### src/logic/aas_map.svh
// offsets, field positions and reset values of the address slice
`ifndef AAS_MAP_SVH
`define AAS_MAP_SVH

// datapath width of one slice
`define AAS_W          4
// avalon byte addresses (one aligned word each)
`define AAS_ADDR_W     5
`define AAS_OFF_PC     5'h00
`define AAS_OFF_SP     5'h04
`define AAS_OFF_OP     5'h08
`define AAS_OFF_OUT    5'h0C
`define AAS_OFF_CTRL   5'h10
// control register: bit 0 lets microcycles update the registers
`define AAS_CTRL_EN    0
`define AAS_CTRL_RST   1'h1
`define AAS_REG_RST    4'h0

`endif

### src/logic/aas_pkg.sv
// types shared by the address arithmetic slice
`include "aas_map.svh"

package aas_pkg;

  // register chosen as operand, as bus source or as destination
  typedef enum logic [1:0] {
    AAS_SEL_NONE = 2'h0,
    AAS_SEL_PC   = 2'h1,
    AAS_SEL_SP   = 2'h2,
    AAS_SEL_OP   = 2'h3
  } aas_sel_t;

  typedef struct packed {
    aas_sel_t opnd;
    aas_sel_t xsrc;
    aas_sel_t dest;
  } aas_dec_t;

  typedef struct packed {
    logic                   read;
    logic                   write;
    logic [`AAS_ADDR_W-1:0] address;
    logic [31:0]            writedata;
  } aas_avm_req_t;

  typedef struct packed {
    logic [31:0] readdata;
    logic        waitrequest;
  } aas_avm_rsp_t;

endpackage : aas_pkg

### src/logic/aas_slice.sv
// address arithmetic slice: three working registers, output register, adder, two output ports
`timescale 1ns/1ps
`include "aas_map.svh"

module aas_slice (
  input  wire logic                clk_i,
  input  wire logic                nrst_i,
  input  wire logic                clock_in_i,
  input  wire logic                execute_n_i,
  input  wire logic                bus_source_select_i,
  input  wire logic [2:0]          op_select_i,
  input  wire logic [`AAS_W-1:0]   operand_in_n_i,
  input  wire logic                carry_in_n_i,
  input  wire logic                addr_bus_oe_n_i,
  input  wire logic                data_bus_oe_n_i,
  output logic                     carry_out_n_o,
  output logic [`AAS_W-1:0]        addr_bus_out_o,
  output logic                     addr_bus_oe_o,
  output logic [`AAS_W-1:0]        result_out_n_o,
  output logic                     result_oe_o,
  input  wire aas_pkg::aas_avm_req_t avm_req_i,
  output aas_pkg::aas_avm_rsp_t    avm_rsp_o
);
  import aas_pkg::*;

  // --------------------------------------------------------------
  // types and decode
  // --------------------------------------------------------------
  typedef struct packed {
    logic [`AAS_W-1:0] pc;
    logic [`AAS_W-1:0] sp;
    logic [`AAS_W-1:0] op;
    logic [`AAS_W-1:0] outr;
    logic [`AAS_W-1:0] xbus;
    logic              xoe;
    logic [`AAS_W-1:0] dout_n;
    logic              doe;
    logic              co_n;
    logic              cp_prev;
    logic              ctrl_en;
    logic              waitreq;
    logic [31:0]       rdata;
  } aas_state_t;

  function automatic aas_dec_t aas_decode(input logic [2:0] code);
    aas_dec_t r;
    r = '{AAS_SEL_NONE, AAS_SEL_PC, AAS_SEL_PC};
    unique case (code)
      3'h0: r = '{AAS_SEL_PC, AAS_SEL_PC, AAS_SEL_PC};
      3'h1: r = '{AAS_SEL_PC, AAS_SEL_PC, AAS_SEL_SP};
      3'h2: r = '{AAS_SEL_PC, AAS_SEL_PC, AAS_SEL_OP};
      3'h3: r = '{AAS_SEL_SP, AAS_SEL_SP, AAS_SEL_SP};
      3'h4: r = '{AAS_SEL_NONE, AAS_SEL_OP, AAS_SEL_OP};
      3'h5: r = '{AAS_SEL_NONE, AAS_SEL_PC, AAS_SEL_PC};
      3'h6: r = '{AAS_SEL_OP, AAS_SEL_OP, AAS_SEL_OP};
      3'h7: r = '{AAS_SEL_NONE, AAS_SEL_SP, AAS_SEL_SP};
    endcase
    return r;
  endfunction

  // register read used by operand and address bus paths
  function automatic logic [`AAS_W-1:0] aas_pick(
    input aas_sel_t s, input aas_state_t st);
    logic [`AAS_W-1:0] v;
    v = '0;
    unique case (s)
      AAS_SEL_NONE: v = '0;
      AAS_SEL_PC:   v = st.pc;
      AAS_SEL_SP:   v = st.sp;
      AAS_SEL_OP:   v = st.op;
    endcase
    return v;
  endfunction

  // --------------------------------------------------------------
  // reset release
  // --------------------------------------------------------------
  logic [1:0] rst_sync_q;
  logic       rst_n;

  always_ff @(posedge clk_i or negedge nrst_i) begin
    if (!nrst_i) begin
      rst_sync_q <= 2'h0;
    end else begin
      rst_sync_q <= {rst_sync_q[0], 1'b1};
    end
  end
  assign rst_n = rst_sync_q[1];

  // --------------------------------------------------------------
  // datapath and register bus
  // --------------------------------------------------------------
  aas_state_t        q;
  aas_state_t        d;
  aas_dec_t          dec;
  logic [`AAS_W-1:0] opnd;
  logic              cin;
  logic [`AAS_W:0]   sum;
  logic              tick;
  logic              req;

  always_comb begin
    d    = q;
    dec  = aas_decode(op_select_i);
    opnd = ~operand_in_n_i;
    cin  = ~carry_in_n_i;
    sum  = {1'b0, aas_pick(dec.opnd, q)} + {1'b0, opnd}
           + {{`AAS_W{1'b0}}, cin};
    // gated clock rise, pin sampled on the system clock
    tick = clock_in_i & ~q.cp_prev & ~execute_n_i & q.ctrl_en;
    d.cp_prev = clock_in_i;
    // store sum into destination and output
    if (tick) begin
      unique case (dec.dest)
        AAS_SEL_PC:   d.pc = sum[`AAS_W-1:0];
        AAS_SEL_SP:   d.sp = sum[`AAS_W-1:0];
        AAS_SEL_OP:   d.op = sum[`AAS_W-1:0];
        AAS_SEL_NONE: d.pc = q.pc;
      endcase
      d.outr = sum[`AAS_W-1:0];
    end
    // address bus source, independent of tick
    d.xbus = bus_source_select_i ? sum[`AAS_W-1:0]
                                 : aas_pick(dec.xsrc, q);
    d.xoe = ~addr_bus_oe_n_i;
    // data port follows the output register
    d.doe    = ~data_bus_oe_n_i;
    d.dout_n = ~d.outr;
    // ripple carry out, low on overflow
    d.co_n = ~sum[`AAS_W];
    // one-cycle waitrequest pulse low answers every request
    req       = avm_req_i.read | avm_req_i.write;
    d.waitreq = ~(req & q.waitreq);
    if (req & q.waitreq) begin
      unique case (avm_req_i.address)
        `AAS_OFF_PC:   d.rdata = {{(32-`AAS_W){1'b0}}, q.pc};
        `AAS_OFF_SP:   d.rdata = {{(32-`AAS_W){1'b0}}, q.sp};
        `AAS_OFF_OP:   d.rdata = {{(32-`AAS_W){1'b0}}, q.op};
        `AAS_OFF_OUT:  d.rdata = {{(32-`AAS_W){1'b0}}, q.outr};
        `AAS_OFF_CTRL: d.rdata = {31'h0, q.ctrl_en};
        default:       d.rdata = 32'h0;
      endcase
    end
    // write lands at the edge where waitrequest is seen low
    if (avm_req_i.write && !q.waitreq &&
        avm_req_i.address == `AAS_OFF_CTRL) begin
      d.ctrl_en = avm_req_i.writedata[`AAS_CTRL_EN];
    end
  end

  // storage; zero on reset is one legal power-up value
  always_ff @(posedge clk_i or negedge rst_n) begin
    if (!rst_n) begin
      q.pc      <= `AAS_REG_RST;
      q.sp      <= `AAS_REG_RST;
      q.op      <= `AAS_REG_RST;
      q.outr    <= `AAS_REG_RST;
      q.xbus    <= 4'h0;
      q.xoe     <= 1'b0;
      q.dout_n  <= 4'hF;
      q.doe     <= 1'b0;
      q.co_n    <= 1'b1;
      q.cp_prev <= 1'b1;
      q.ctrl_en <= `AAS_CTRL_RST;
      q.waitreq <= 1'b1;
      q.rdata   <= 32'h0;
    end else begin
      q <= d;
    end
  end

  assign carry_out_n_o         = q.co_n;
  assign addr_bus_out_o        = q.xbus;
  assign addr_bus_oe_o         = q.xoe;
  assign result_out_n_o        = q.dout_n;
  assign result_oe_o           = q.doe;
  assign avm_rsp_o.readdata    = q.rdata;
  assign avm_rsp_o.waitrequest = q.waitreq;

  // --------------------------------------------------------------
  // assertions
  // --------------------------------------------------------------
  property p_outr_update;
    @(posedge clk_i) disable iff (!rst_n)
    tick |=> q.outr == $past(sum[`AAS_W-1:0]);
  endproperty
  a_outr_update: assert property (p_outr_update)
    else $error("output register missed the sum");

  property p_hold;
    @(posedge clk_i) disable iff (!rst_n)
    !tick |=> $stable({q.pc, q.sp, q.op, q.outr});
  endproperty
  a_hold: assert property (p_hold)
    else $error("register changed without a gated clock rise");

  property p_xbus_sum;
    @(posedge clk_i) disable iff (!rst_n)
    bus_source_select_i |=> addr_bus_out_o == $past(sum[`AAS_W-1:0]);
  endproperty
  a_xbus_sum: assert property (p_xbus_sum)
    else $error("address bus not showing the sum");

  property p_xbus_reg;
    @(posedge clk_i) disable iff (!rst_n)
    (!bus_source_select_i && op_select_i inside {3'h3, 3'h7})
      |=> addr_bus_out_o == $past(q.sp);
  endproperty
  a_xbus_reg: assert property (p_xbus_reg)
    else $error("address bus not showing stack pointer");

  property p_addr_oe;
    @(posedge clk_i) disable iff (!rst_n)
    addr_bus_oe_n_i ##1 addr_bus_oe_n_i |-> !addr_bus_oe_o;
  endproperty
  a_addr_oe: assert property (p_addr_oe)
    else $error("address bus driven while disabled");

  property p_data_port;
    @(posedge clk_i) disable iff (!rst_n)
    !data_bus_oe_n_i |=> result_oe_o && result_out_n_o == ~q.outr;
  endproperty
  a_data_port: assert property (p_data_port)
    else $error("data port not showing output register");

  property p_carry;
    @(posedge clk_i) disable iff (!rst_n)
    1'b1 |=> carry_out_n_o == !$past(sum[`AAS_W]);
  endproperty
  a_carry: assert property (p_carry)
    else $error("carry out wrong");

  property p_pc_to_sp;
    @(posedge clk_i) disable iff (!rst_n)
    (tick && op_select_i == 3'h1)
      |=> q.sp == 4'($past(q.pc) + $past(opnd) + $past(cin))
          && $stable(q.pc);
  endproperty
  a_pc_to_sp: assert property (p_pc_to_sp)
    else $error("pc sum not stored in stack pointer");

  property p_data_only;
    @(posedge clk_i) disable iff (!rst_n)
    (tick && op_select_i == 3'h4)
      |=> q.op == 4'($past(opnd) + $past(cin));
  endproperty
  a_data_only: assert property (p_data_only)
    else $error("operand register load wrong");

  property p_pc_inc;
    @(posedge clk_i) disable iff (!rst_n)
    (tick && op_select_i == 3'h0)
      |=> q.pc == 4'($past(q.pc) + $past(opnd) + $past(cin));
  endproperty
  a_pc_inc: assert property (p_pc_inc)
    else $error("pc sum not stored in program counter");

  property p_pc_to_op;
    @(posedge clk_i) disable iff (!rst_n)
    (tick && op_select_i == 3'h2)
      |=> q.op == 4'($past(q.pc) + $past(opnd) + $past(cin))
          && $stable(q.pc);
  endproperty
  a_pc_to_op: assert property (p_pc_to_op)
    else $error("pc sum not stored in operand register");

  property p_sp_add;
    @(posedge clk_i) disable iff (!rst_n)
    (tick && op_select_i == 3'h3)
      |=> q.sp == 4'($past(q.sp) + $past(opnd) + $past(cin));
  endproperty
  a_sp_add: assert property (p_sp_add)
    else $error("stack pointer sum wrong");

  property p_pc_load;
    @(posedge clk_i) disable iff (!rst_n)
    (tick && op_select_i == 3'h5)
      |=> q.pc == 4'($past(opnd) + $past(cin));
  endproperty
  a_pc_load: assert property (p_pc_load)
    else $error("program counter load wrong");

  property p_op_add;
    @(posedge clk_i) disable iff (!rst_n)
    (tick && op_select_i == 3'h6)
      |=> q.op == 4'($past(q.op) + $past(opnd) + $past(cin));
  endproperty
  a_op_add: assert property (p_op_add)
    else $error("operand register sum wrong");

  property p_sp_load;
    @(posedge clk_i) disable iff (!rst_n)
    (tick && op_select_i == 3'h7)
      |=> q.sp == 4'($past(opnd) + $past(cin));
  endproperty
  a_sp_load: assert property (p_sp_load)
    else $error("stack pointer load wrong");

  property p_xbus_pc;
    @(posedge clk_i) disable iff (!rst_n)
    (!bus_source_select_i && op_select_i inside {3'h0, 3'h1, 3'h2, 3'h5})
      |=> addr_bus_out_o == $past(q.pc);
  endproperty
  a_xbus_pc: assert property (p_xbus_pc)
    else $error("address bus not showing program counter");

  property p_xbus_op;
    @(posedge clk_i) disable iff (!rst_n)
    (!bus_source_select_i && op_select_i inside {3'h4, 3'h6})
      |=> addr_bus_out_o == $past(q.op);
  endproperty
  a_xbus_op: assert property (p_xbus_op)
    else $error("address bus not showing operand register");

  property p_data_off;
    @(posedge clk_i) disable iff (!rst_n)
    data_bus_oe_n_i |=> !result_oe_o;
  endproperty
  a_data_off: assert property (p_data_off)
    else $error("data port driven while disabled");

  property p_bus_answer;
    @(posedge clk_i) disable iff (!rst_n)
    (req && q.waitreq) |=> !q.waitreq ##1 q.waitreq;
  endproperty
  a_bus_answer: assert property (p_bus_answer)
    else $error("bus answer not one cycle");

  c_fetch: cover property (@(posedge clk_i) disable iff (!rst_n)
    tick && op_select_i == 3'h0 && bus_source_select_i == 1'b0);
  c_overflow: cover property (@(posedge clk_i) disable iff (!rst_n)
    tick && sum[`AAS_W]);
  c_bus_read: cover property (@(posedge clk_i) disable iff (!rst_n)
    avm_req_i.read && !q.waitreq);
  c_refused: cover property (@(posedge clk_i) disable iff (!rst_n)
    clock_in_i && !q.cp_prev && execute_n_i);
  c_sum_on_bus: cover property (@(posedge clk_i) disable iff (!rst_n)
    tick && bus_source_select_i && !addr_bus_oe_n_i);

endmodule // aas_slice

### config.mk
export PLATFORM = sky130hd
export DESIGN_NAME = aas_slice
export DESIGN_NICKNAME = d
export VERILOG_FILES = /design/src/logic/aas_pkg.sv /design/src/logic/aas_slice.sv
export VERILOG_INCLUDE_DIRS = /design/src /design/src/logic
export SDC_FILE = /design/constraint.sdc
export NUM_CORES = 1
export LEC_CHECK = 0
export BUFFER_PORTS_ARGS = -buffer_cell sky130_fd_sc_hd__buf_2
export CELL_PAD_IN_SITES_DETAIL_PLACEMENT = 1
export CELL_PAD_IN_SITES_GLOBAL_PLACEMENT = 2
export CORE_MARGIN = 8
export CORE_UTILIZATION = 31
export CTS_BUF_LIST = sky130_fd_sc_hd__clkbuf_8
export DETAILED_ROUTE_END_ITERATION = 12
export GPL_TIMING_DRIVEN = 0
export HOLD_SLACK_MARGIN = 0.05
export PLACE_DENSITY_LB_ADDON = 0.2
export SKIP_LAST_GASP = 1
export SLEW_MARGIN = 20
export SYNTH_ARGS = -nofsm -noshare
export SYNTH_HDL_FRONTEND = slang
export SYNTH_SLANG_ARGS = --single-unit
### constraint.sdc
create_clock -name clk_i -period 1.8 [get_ports clk_i]
set_input_delay 0.09 -clock clk_i [delete_from_list [all_inputs] [get_ports clk_i]]
set_output_delay 0.09 -clock clk_i [all_outputs]
set_load 0.1 [all_outputs]
# Yosys cells after proc, flatten, opt, wreduce, memory -nomap -nowiden
# Memories as Yosys holds them, arrays and structs flattened.
# Index checks and enable logic that the tools add are counted.
[totals]
ff_bits = 64
mem_bits_ro = 48
output_inout_bits = 44
memories = 1
[memory_table]
columns = ["name", "depth", "width", "read_ports", "rd_clocked_by_memory_dff", "write_ports", "line", "rtl"]
rows = [
  ["(name not given)", 8, 6, 1, 0, 0, "aas_slice.sv:48", "unique case (code)"],
]
[classes]
add_sub_neg = 2
n_eq_ne = 13
mux = 5
bitwise = 14
n_reduce_logical = 9
[ops]
columns = ["operator", "count"]
rows = [
  ["4-bit one-hot mux with 4 select lines", 2],
  ["4-bit one-hot mux with 5 select lines", 1],
  ["2-bit == test (second input constant)", 6],
  ["5-bit by 4-bit == test with 1-bit output (second input constant)", 2],
  ["4-bit two-way mux", 2],
  ["4-bit NOT", 2],
  ["1-bit NOT", 7],
  ["2-bit by 1-bit == test with 1-bit output (second input constant)", 3],
  ["2-bit AND reduction", 3],
  ["4-bit by 4-bit adder with 5-bit output", 1],
  ["5-bit by 1-bit adder with 5-bit output", 1],
  ["5-bit by 3-bit == test with 1-bit output (second input constant)", 1],
  ["5-bit == test (second input constant)", 1],
  ["5-bit logical NOT", 1],
  ["1-bit bitwise AND", 4],
  ["2-bit logical NOT", 2],
  ["1-bit logical AND", 2],
  ["1-bit logical NOT", 1],
  ["1-bit OR", 1],
]

# Logic depth before layout (Yosys ltp)
# An unclocked memory read counts as a cell.
[depth]
word_depth = 7
ltp_mapped = 10

# Worst setup path after synthesis
# Ideal clock, no wire load.
[synth_timing]
path_kind = "input port to flip-flop"
from = "input port op_select_i[2]"
to = "register q[47] (netlist name)"
setup_ps = 128
t_arrival_ps = 1968
t_required_ps = 1672
path_slack_ps = -297
stages = 8
cell_sequence = "buf_2 -> nor2b_1 -> and2_1 -> a2bb2oi_1 -> fa_1 -> inv_1 -> fa_1 -> mux2_2"
[synth_lines]
columns = ["element", "line", "rtl"]
rows = [
  ["start, declared", "aas_slice.sv:11", "input wire logic [2:0] op_select_i,"],
  ["end, declared", "aas_slice.sv:93", "aas_state_t q;"],
]

==> results.sh <==
export IMPL_synth_seq_cells=36
export IMPL_critPathCaptureType="register"
export IMPL_dpl_instance_area_sq_um=2550
export IMPL_r2r_slack_ns=-0.28
export IMPL_io_buffers=36
export IMPL_synth_top_cell_by_area="dfrtp_1"
export IMPL_min_to="avm_rsp_o[0]$_DFF_PN1_"
export IMPL_met3_usage_pct=3.56
export IMPL_startpoint="q[54]$_DFFE_PN0P_"
export IMPL_p_leak_nw=1.41
export IMPL_dp_slack_ns=-0.613
export IMPL_drv_cap=0
export IMPL_cts_root_buffer="clkbuf_8"
export IMPL_seq_power_share_pct=36.8
export IMPL_crit_fanout=5
export IMPL_drive_above_1_share_pct=49.4
export IMPL_design_area_sq_um=2780
export IMPL_nNetsFinal=329
export IMPL_ys_seq_area_share_pct=43.4
export IMPL_antenna_found_initial=0
export IMPL_synth_top_family_by_area="buffers and inverters"
export IMPL_overflow=0
export IMPL_slew_violations=0
export IMPL_skew_ns=0.00513
export IMPL_p_clk_share_pct=19.0
export IMPL_finalWorstSetupSlack_ns=-0.284
export IMPL_grt_max_degree=22
export IMPL_path_cells="and3_4 -> a21oi_2 -> a2bb2oi_2 -> fa_2 -> inv_2 -> fa_2 -> xor2_4 -> mux2_4"
export IMPL_grt_pass1_vias=1763
export IMPL_finish_utilization_pct=41.7
export IMPL_cts_tree="done"
export IMPL_async_reset_ff_share_pct=100
export IMPL_rsz0062_at_grt="true"
export IMPL_avgRoutedWirePerCell_microns=14.9
export IMPL_dp_hpwl_microns=4080
export IMPL_synth_cell_area_sq_um=2100
export IMPL_grtUsageMet2_pct=19.0
export IMPL_drtIter0Drc=39
export IMPL_fin_crit_sh_pct=116
export IMPL_violations="setup timing"
export IMPL_vias=1591
export IMPL_crit_top_cell="fa_2"
export IMPL_final_hold_violation_count=0
export IMPL_synth_adder_area_share_pct=3.69
export IMPL_synth_top_area_share_pct=33.4
export IMPL_p_total_w=0.00282
export IMPL_synth_ff_type="dfrtp_1"
export IMPL_placed_cells=336
export IMPL_path_class="register to register"
export IMPL_status="finished with violations"
export IMPL_synth_area_mux_share_pct=10.9
export IMPL_yosys_area_share_simple_pct=8.64
export IMPL_cp_start_kind="register"
export IMPL_critical_path_slowest_cell="dfrtp_1"
export IMPL_fp_dieH_microns=98.3
export IMPL_wl_microns=5240
export IMPL_grtUsageMet1_pct=13.4
export IMPL_hold_path_class="primary input to register"
export IMPL_synth_compound_area_share_pct=13.8
export IMPL_clkSinkCount=36
export IMPL_power_frac_comb_pct=44.2
export IMPL_busiest_layer="met2"
export IMPL_final_cells=351
export IMPL_r2r_cells=8
export IMPL_io_pins=98
export IMPL_p_int_w=0.00157
export IMPL_synthToLayoutAreaGrowth_pct=32.5
export IMPL_track_usage_pct=11.4
export IMPL_syn_area_per_cell_sq_um=10.9
export IMPL_p_sw_w=0.00125
export IMPL_clkSlewWorstSetupHoldPaths_ns=0.07
export IMPL_htreeDepth=2
export IMPL_p_per_area_nw_per_um2=1010
export IMPL_drc=0
export IMPL_die_area_sq_um=9670
export IMPL_min_delay_start="avm_req_i[38]"
export IMPL_cts_buffers=5
export IMPL_fp_dieW_microns=98.3
export IMPL_rr_startpoint="q[54]$_DFFE_PN0P_"
export IMPL_ys_types=44
export IMPL_max_freq_mhz=480
export IMPL_clock_latency_ns=0.29
export IMPL_antenna_cells=0
export IMPL_via_per_inst=4.53
export IMPL_gp_routability_congestion=0.806
export IMPL_critPathArrivalTime_ns=2.26
export IMPL_setup_viol=19
export IMPL_yosys_top_cells_area="dfrtp_1 33%, buf_4 15%, dfstp_2 10%"
export IMPL_yosysWarnings=0
export IMPL_peakVddDrop_v=0.000332
export IMPL_hold_depth=2
export IMPL_syn_inst=192
export IMPL_yosys_area_share_xor_xnor_pct=0.834
export IMPL_synth_edff_count=0
export IMPL_crit_required_ns=1.97
export IMPL_grt_pass1_wl_microns=8860
export IMPL_first_pass_iters=4
export IMPL_cts_path_max_buffers=2
export IMPL_coreArea_sq_um=6680
export IMPL_critPathMaxStageDelay_ns=0.39
export IMPL_start_util_pct=31.4
export IMPL_timing_final_crit_period_ns=2.08
export IMPL_rows=30
export IMPL_final_antenna_net_count=0
export IMPL_switching_share_pct=44.4
[metrics by stage]
| stage | hold WS [ns] | setup TNS [ns] |
|---|---|---|
| 2_1_floorplan | -0.206 | -1.37 |
| 3_3_place_gp | -0.125 | -8.41 |
| 3_5_place_dp | -0.123 | -8.65 |
| 4_1_cts | 0.0713 | -4.05 |
| 5_1_grt | 0.0849 | -5.42 |
| 6_report | 0.0795 | -3.58 |
[cells by family (layout without fill, tap and decap cells)]
kind of cell,after synthesis,count (layout)
muxes,16,16
and+or+nand+nor,31,31
buffers and inverters,59,111
DFF,36,36
other,2,29
AOI/OAI and AO/OA,41,41
adders and majority gates,5,5
xor gates and xnor gates,2,2
[final cells by class]
| class | count | area [sq um] |
|---|---|---|
| Buffer | 47 | 343 |
| Clock buffer | 5 | 68.8 |
| Tap cell | 80 | 100 |
| Fill cell | 753 | 3900 |
| Multi-Input combinational cell | 124 | 1030 |
| Sequential cell | 36 | 912 |
| Timing Repair Buffer | 45 | 280 |
| Clock inverter | 3 | 12.5 |
| Inverter | 11 | 41.3 |
[worst max-delay path: cells and delay by family, from the launching register on]
| family | cells | cell delay, ns |
|---|---|---|
| DFF | 1 | 0.39 |
| muxes | 1 | 0.29 |
| xor gates and xnor gates | 1 | 0.19 |
| adders and majority gates | 2 | 0.61 |
| AOI/OAI and AO/OA | 2 | 0.29 |
| buffers and inverters | 1 | 0.04 |
| and+or+nand+nor | 1 | 0.16 |
[state kept, by name (all words and copies together), names as in the netlist, named ones only]
name            cells
addr_bus_out_o      4
result_out_n_o      4
avm_rsp_o           5
addr_bus_oe_o       1
result_oe_o         1
carry_out_n_o       1
rst_sync_q          2
q                  16
[cell usage after synthesis, types with 2 or more instances]
| cell | n |
|---|---|
| conb_1 | 2 |
| and3_1 | 3 |
| a22o_1 | 3 |
| o21ai_0 | 8 |
| mux2_2 | 7 |
| a221oi_1 | 3 |
| nor3_1 | 3 |
| buf_4 | 41 |
| nand2_1 | 7 |
| clkbuf_1 | 3 |
| fa_1 | 2 |
| o31ai_1 | 12 |
| a21oi_1 | 5 |
| ha_1 | 3 |
| nor2_1 | 3 |
| dfrtp_1 | 28 |
| buf_2 | 2 |
| mux4_2 | 4 |
| dfstp_2 | 8 |
| or3_1 | 2 |
| o2bb2ai_1 | 2 |
| inv_1 | 11 |
| mux2_4 | 2 |
| nor2b_1 | 4 |
| xor2_1 | 2 |
| and3b_1 | 2 |
| mux2i_1 | 3 |
[cell usage in the layout (no fill, tap or decap), types with 3 or more instances in the layout]
cell and instances:
dfrtp_1 27, nor2_1 3, inv_1 11, o21ai_1 3, mux2_4 7, clkbuf_8 5
a221oi_1 3, mux2i_1 3, nor2b_1 3, a21oi_2 3, buf_4 44, o31ai_1 9
nand2_1 7, mux4_2 4, o31ai_2 3, conb_1 29, a22o_1 3, buf_2 38
dfstp_2 8, dlygate4sd3_1 5, nor3_1 3, o21ai_0 6
[power by group through the flow]
| stage | logic [W] | clock network (W) | registers, W |
|---|---|---|---|
| 2_1_floorplan | 0.000994 | 0 | 0.00106 |
| 3_3_place_gp | 0.00116 | 0 | 0.00106 |
| 3_5_place_dp | 0.00119 | 0 | 0.00105 |
| 4_1_cts | 0.00124 | 0.000561 | 0.00104 |
| 5_1_grt | 0.00131 | 0.000595 | 0.00106 |
| 6_report | 0.00125 | 0.000536 | 0.00104 |
[how the worst max path moves through the flow]
stage          cells past startpoint  slack, ns                          end
2_1_floorplan                      8      -0.17                     register
3_3_place_gp                      11      -0.58  result_out_n_o[2]$_DFF_PN1_
3_5_place_dp                      11      -0.61  result_out_n_o[2]$_DFF_PN1_
4_1_cts                            8      -0.31                     register
5_1_grt                            8      -0.37                     register
6_report                           8      -0.28                     register
[routing by layer]
layer,part of all wire (%),vias to the layer above
met2,49,52
met4,1.1,0
met5,0,-
met3,6.7,4
li1,-,761
met1,43,774
[timing repair]
action / in CTS / in global routing
hold buffers: 5 / 0
endpoints found under the setup margin: 19 / 19
gates resized for setup: 12 / 5
hold endpoints to repair: 6 / 0
cloned: 0 / 0
setup buffers: 2 / 1
pin swaps: 8 / 3
No activity file was read; power rests on OpenSTA's default activity.
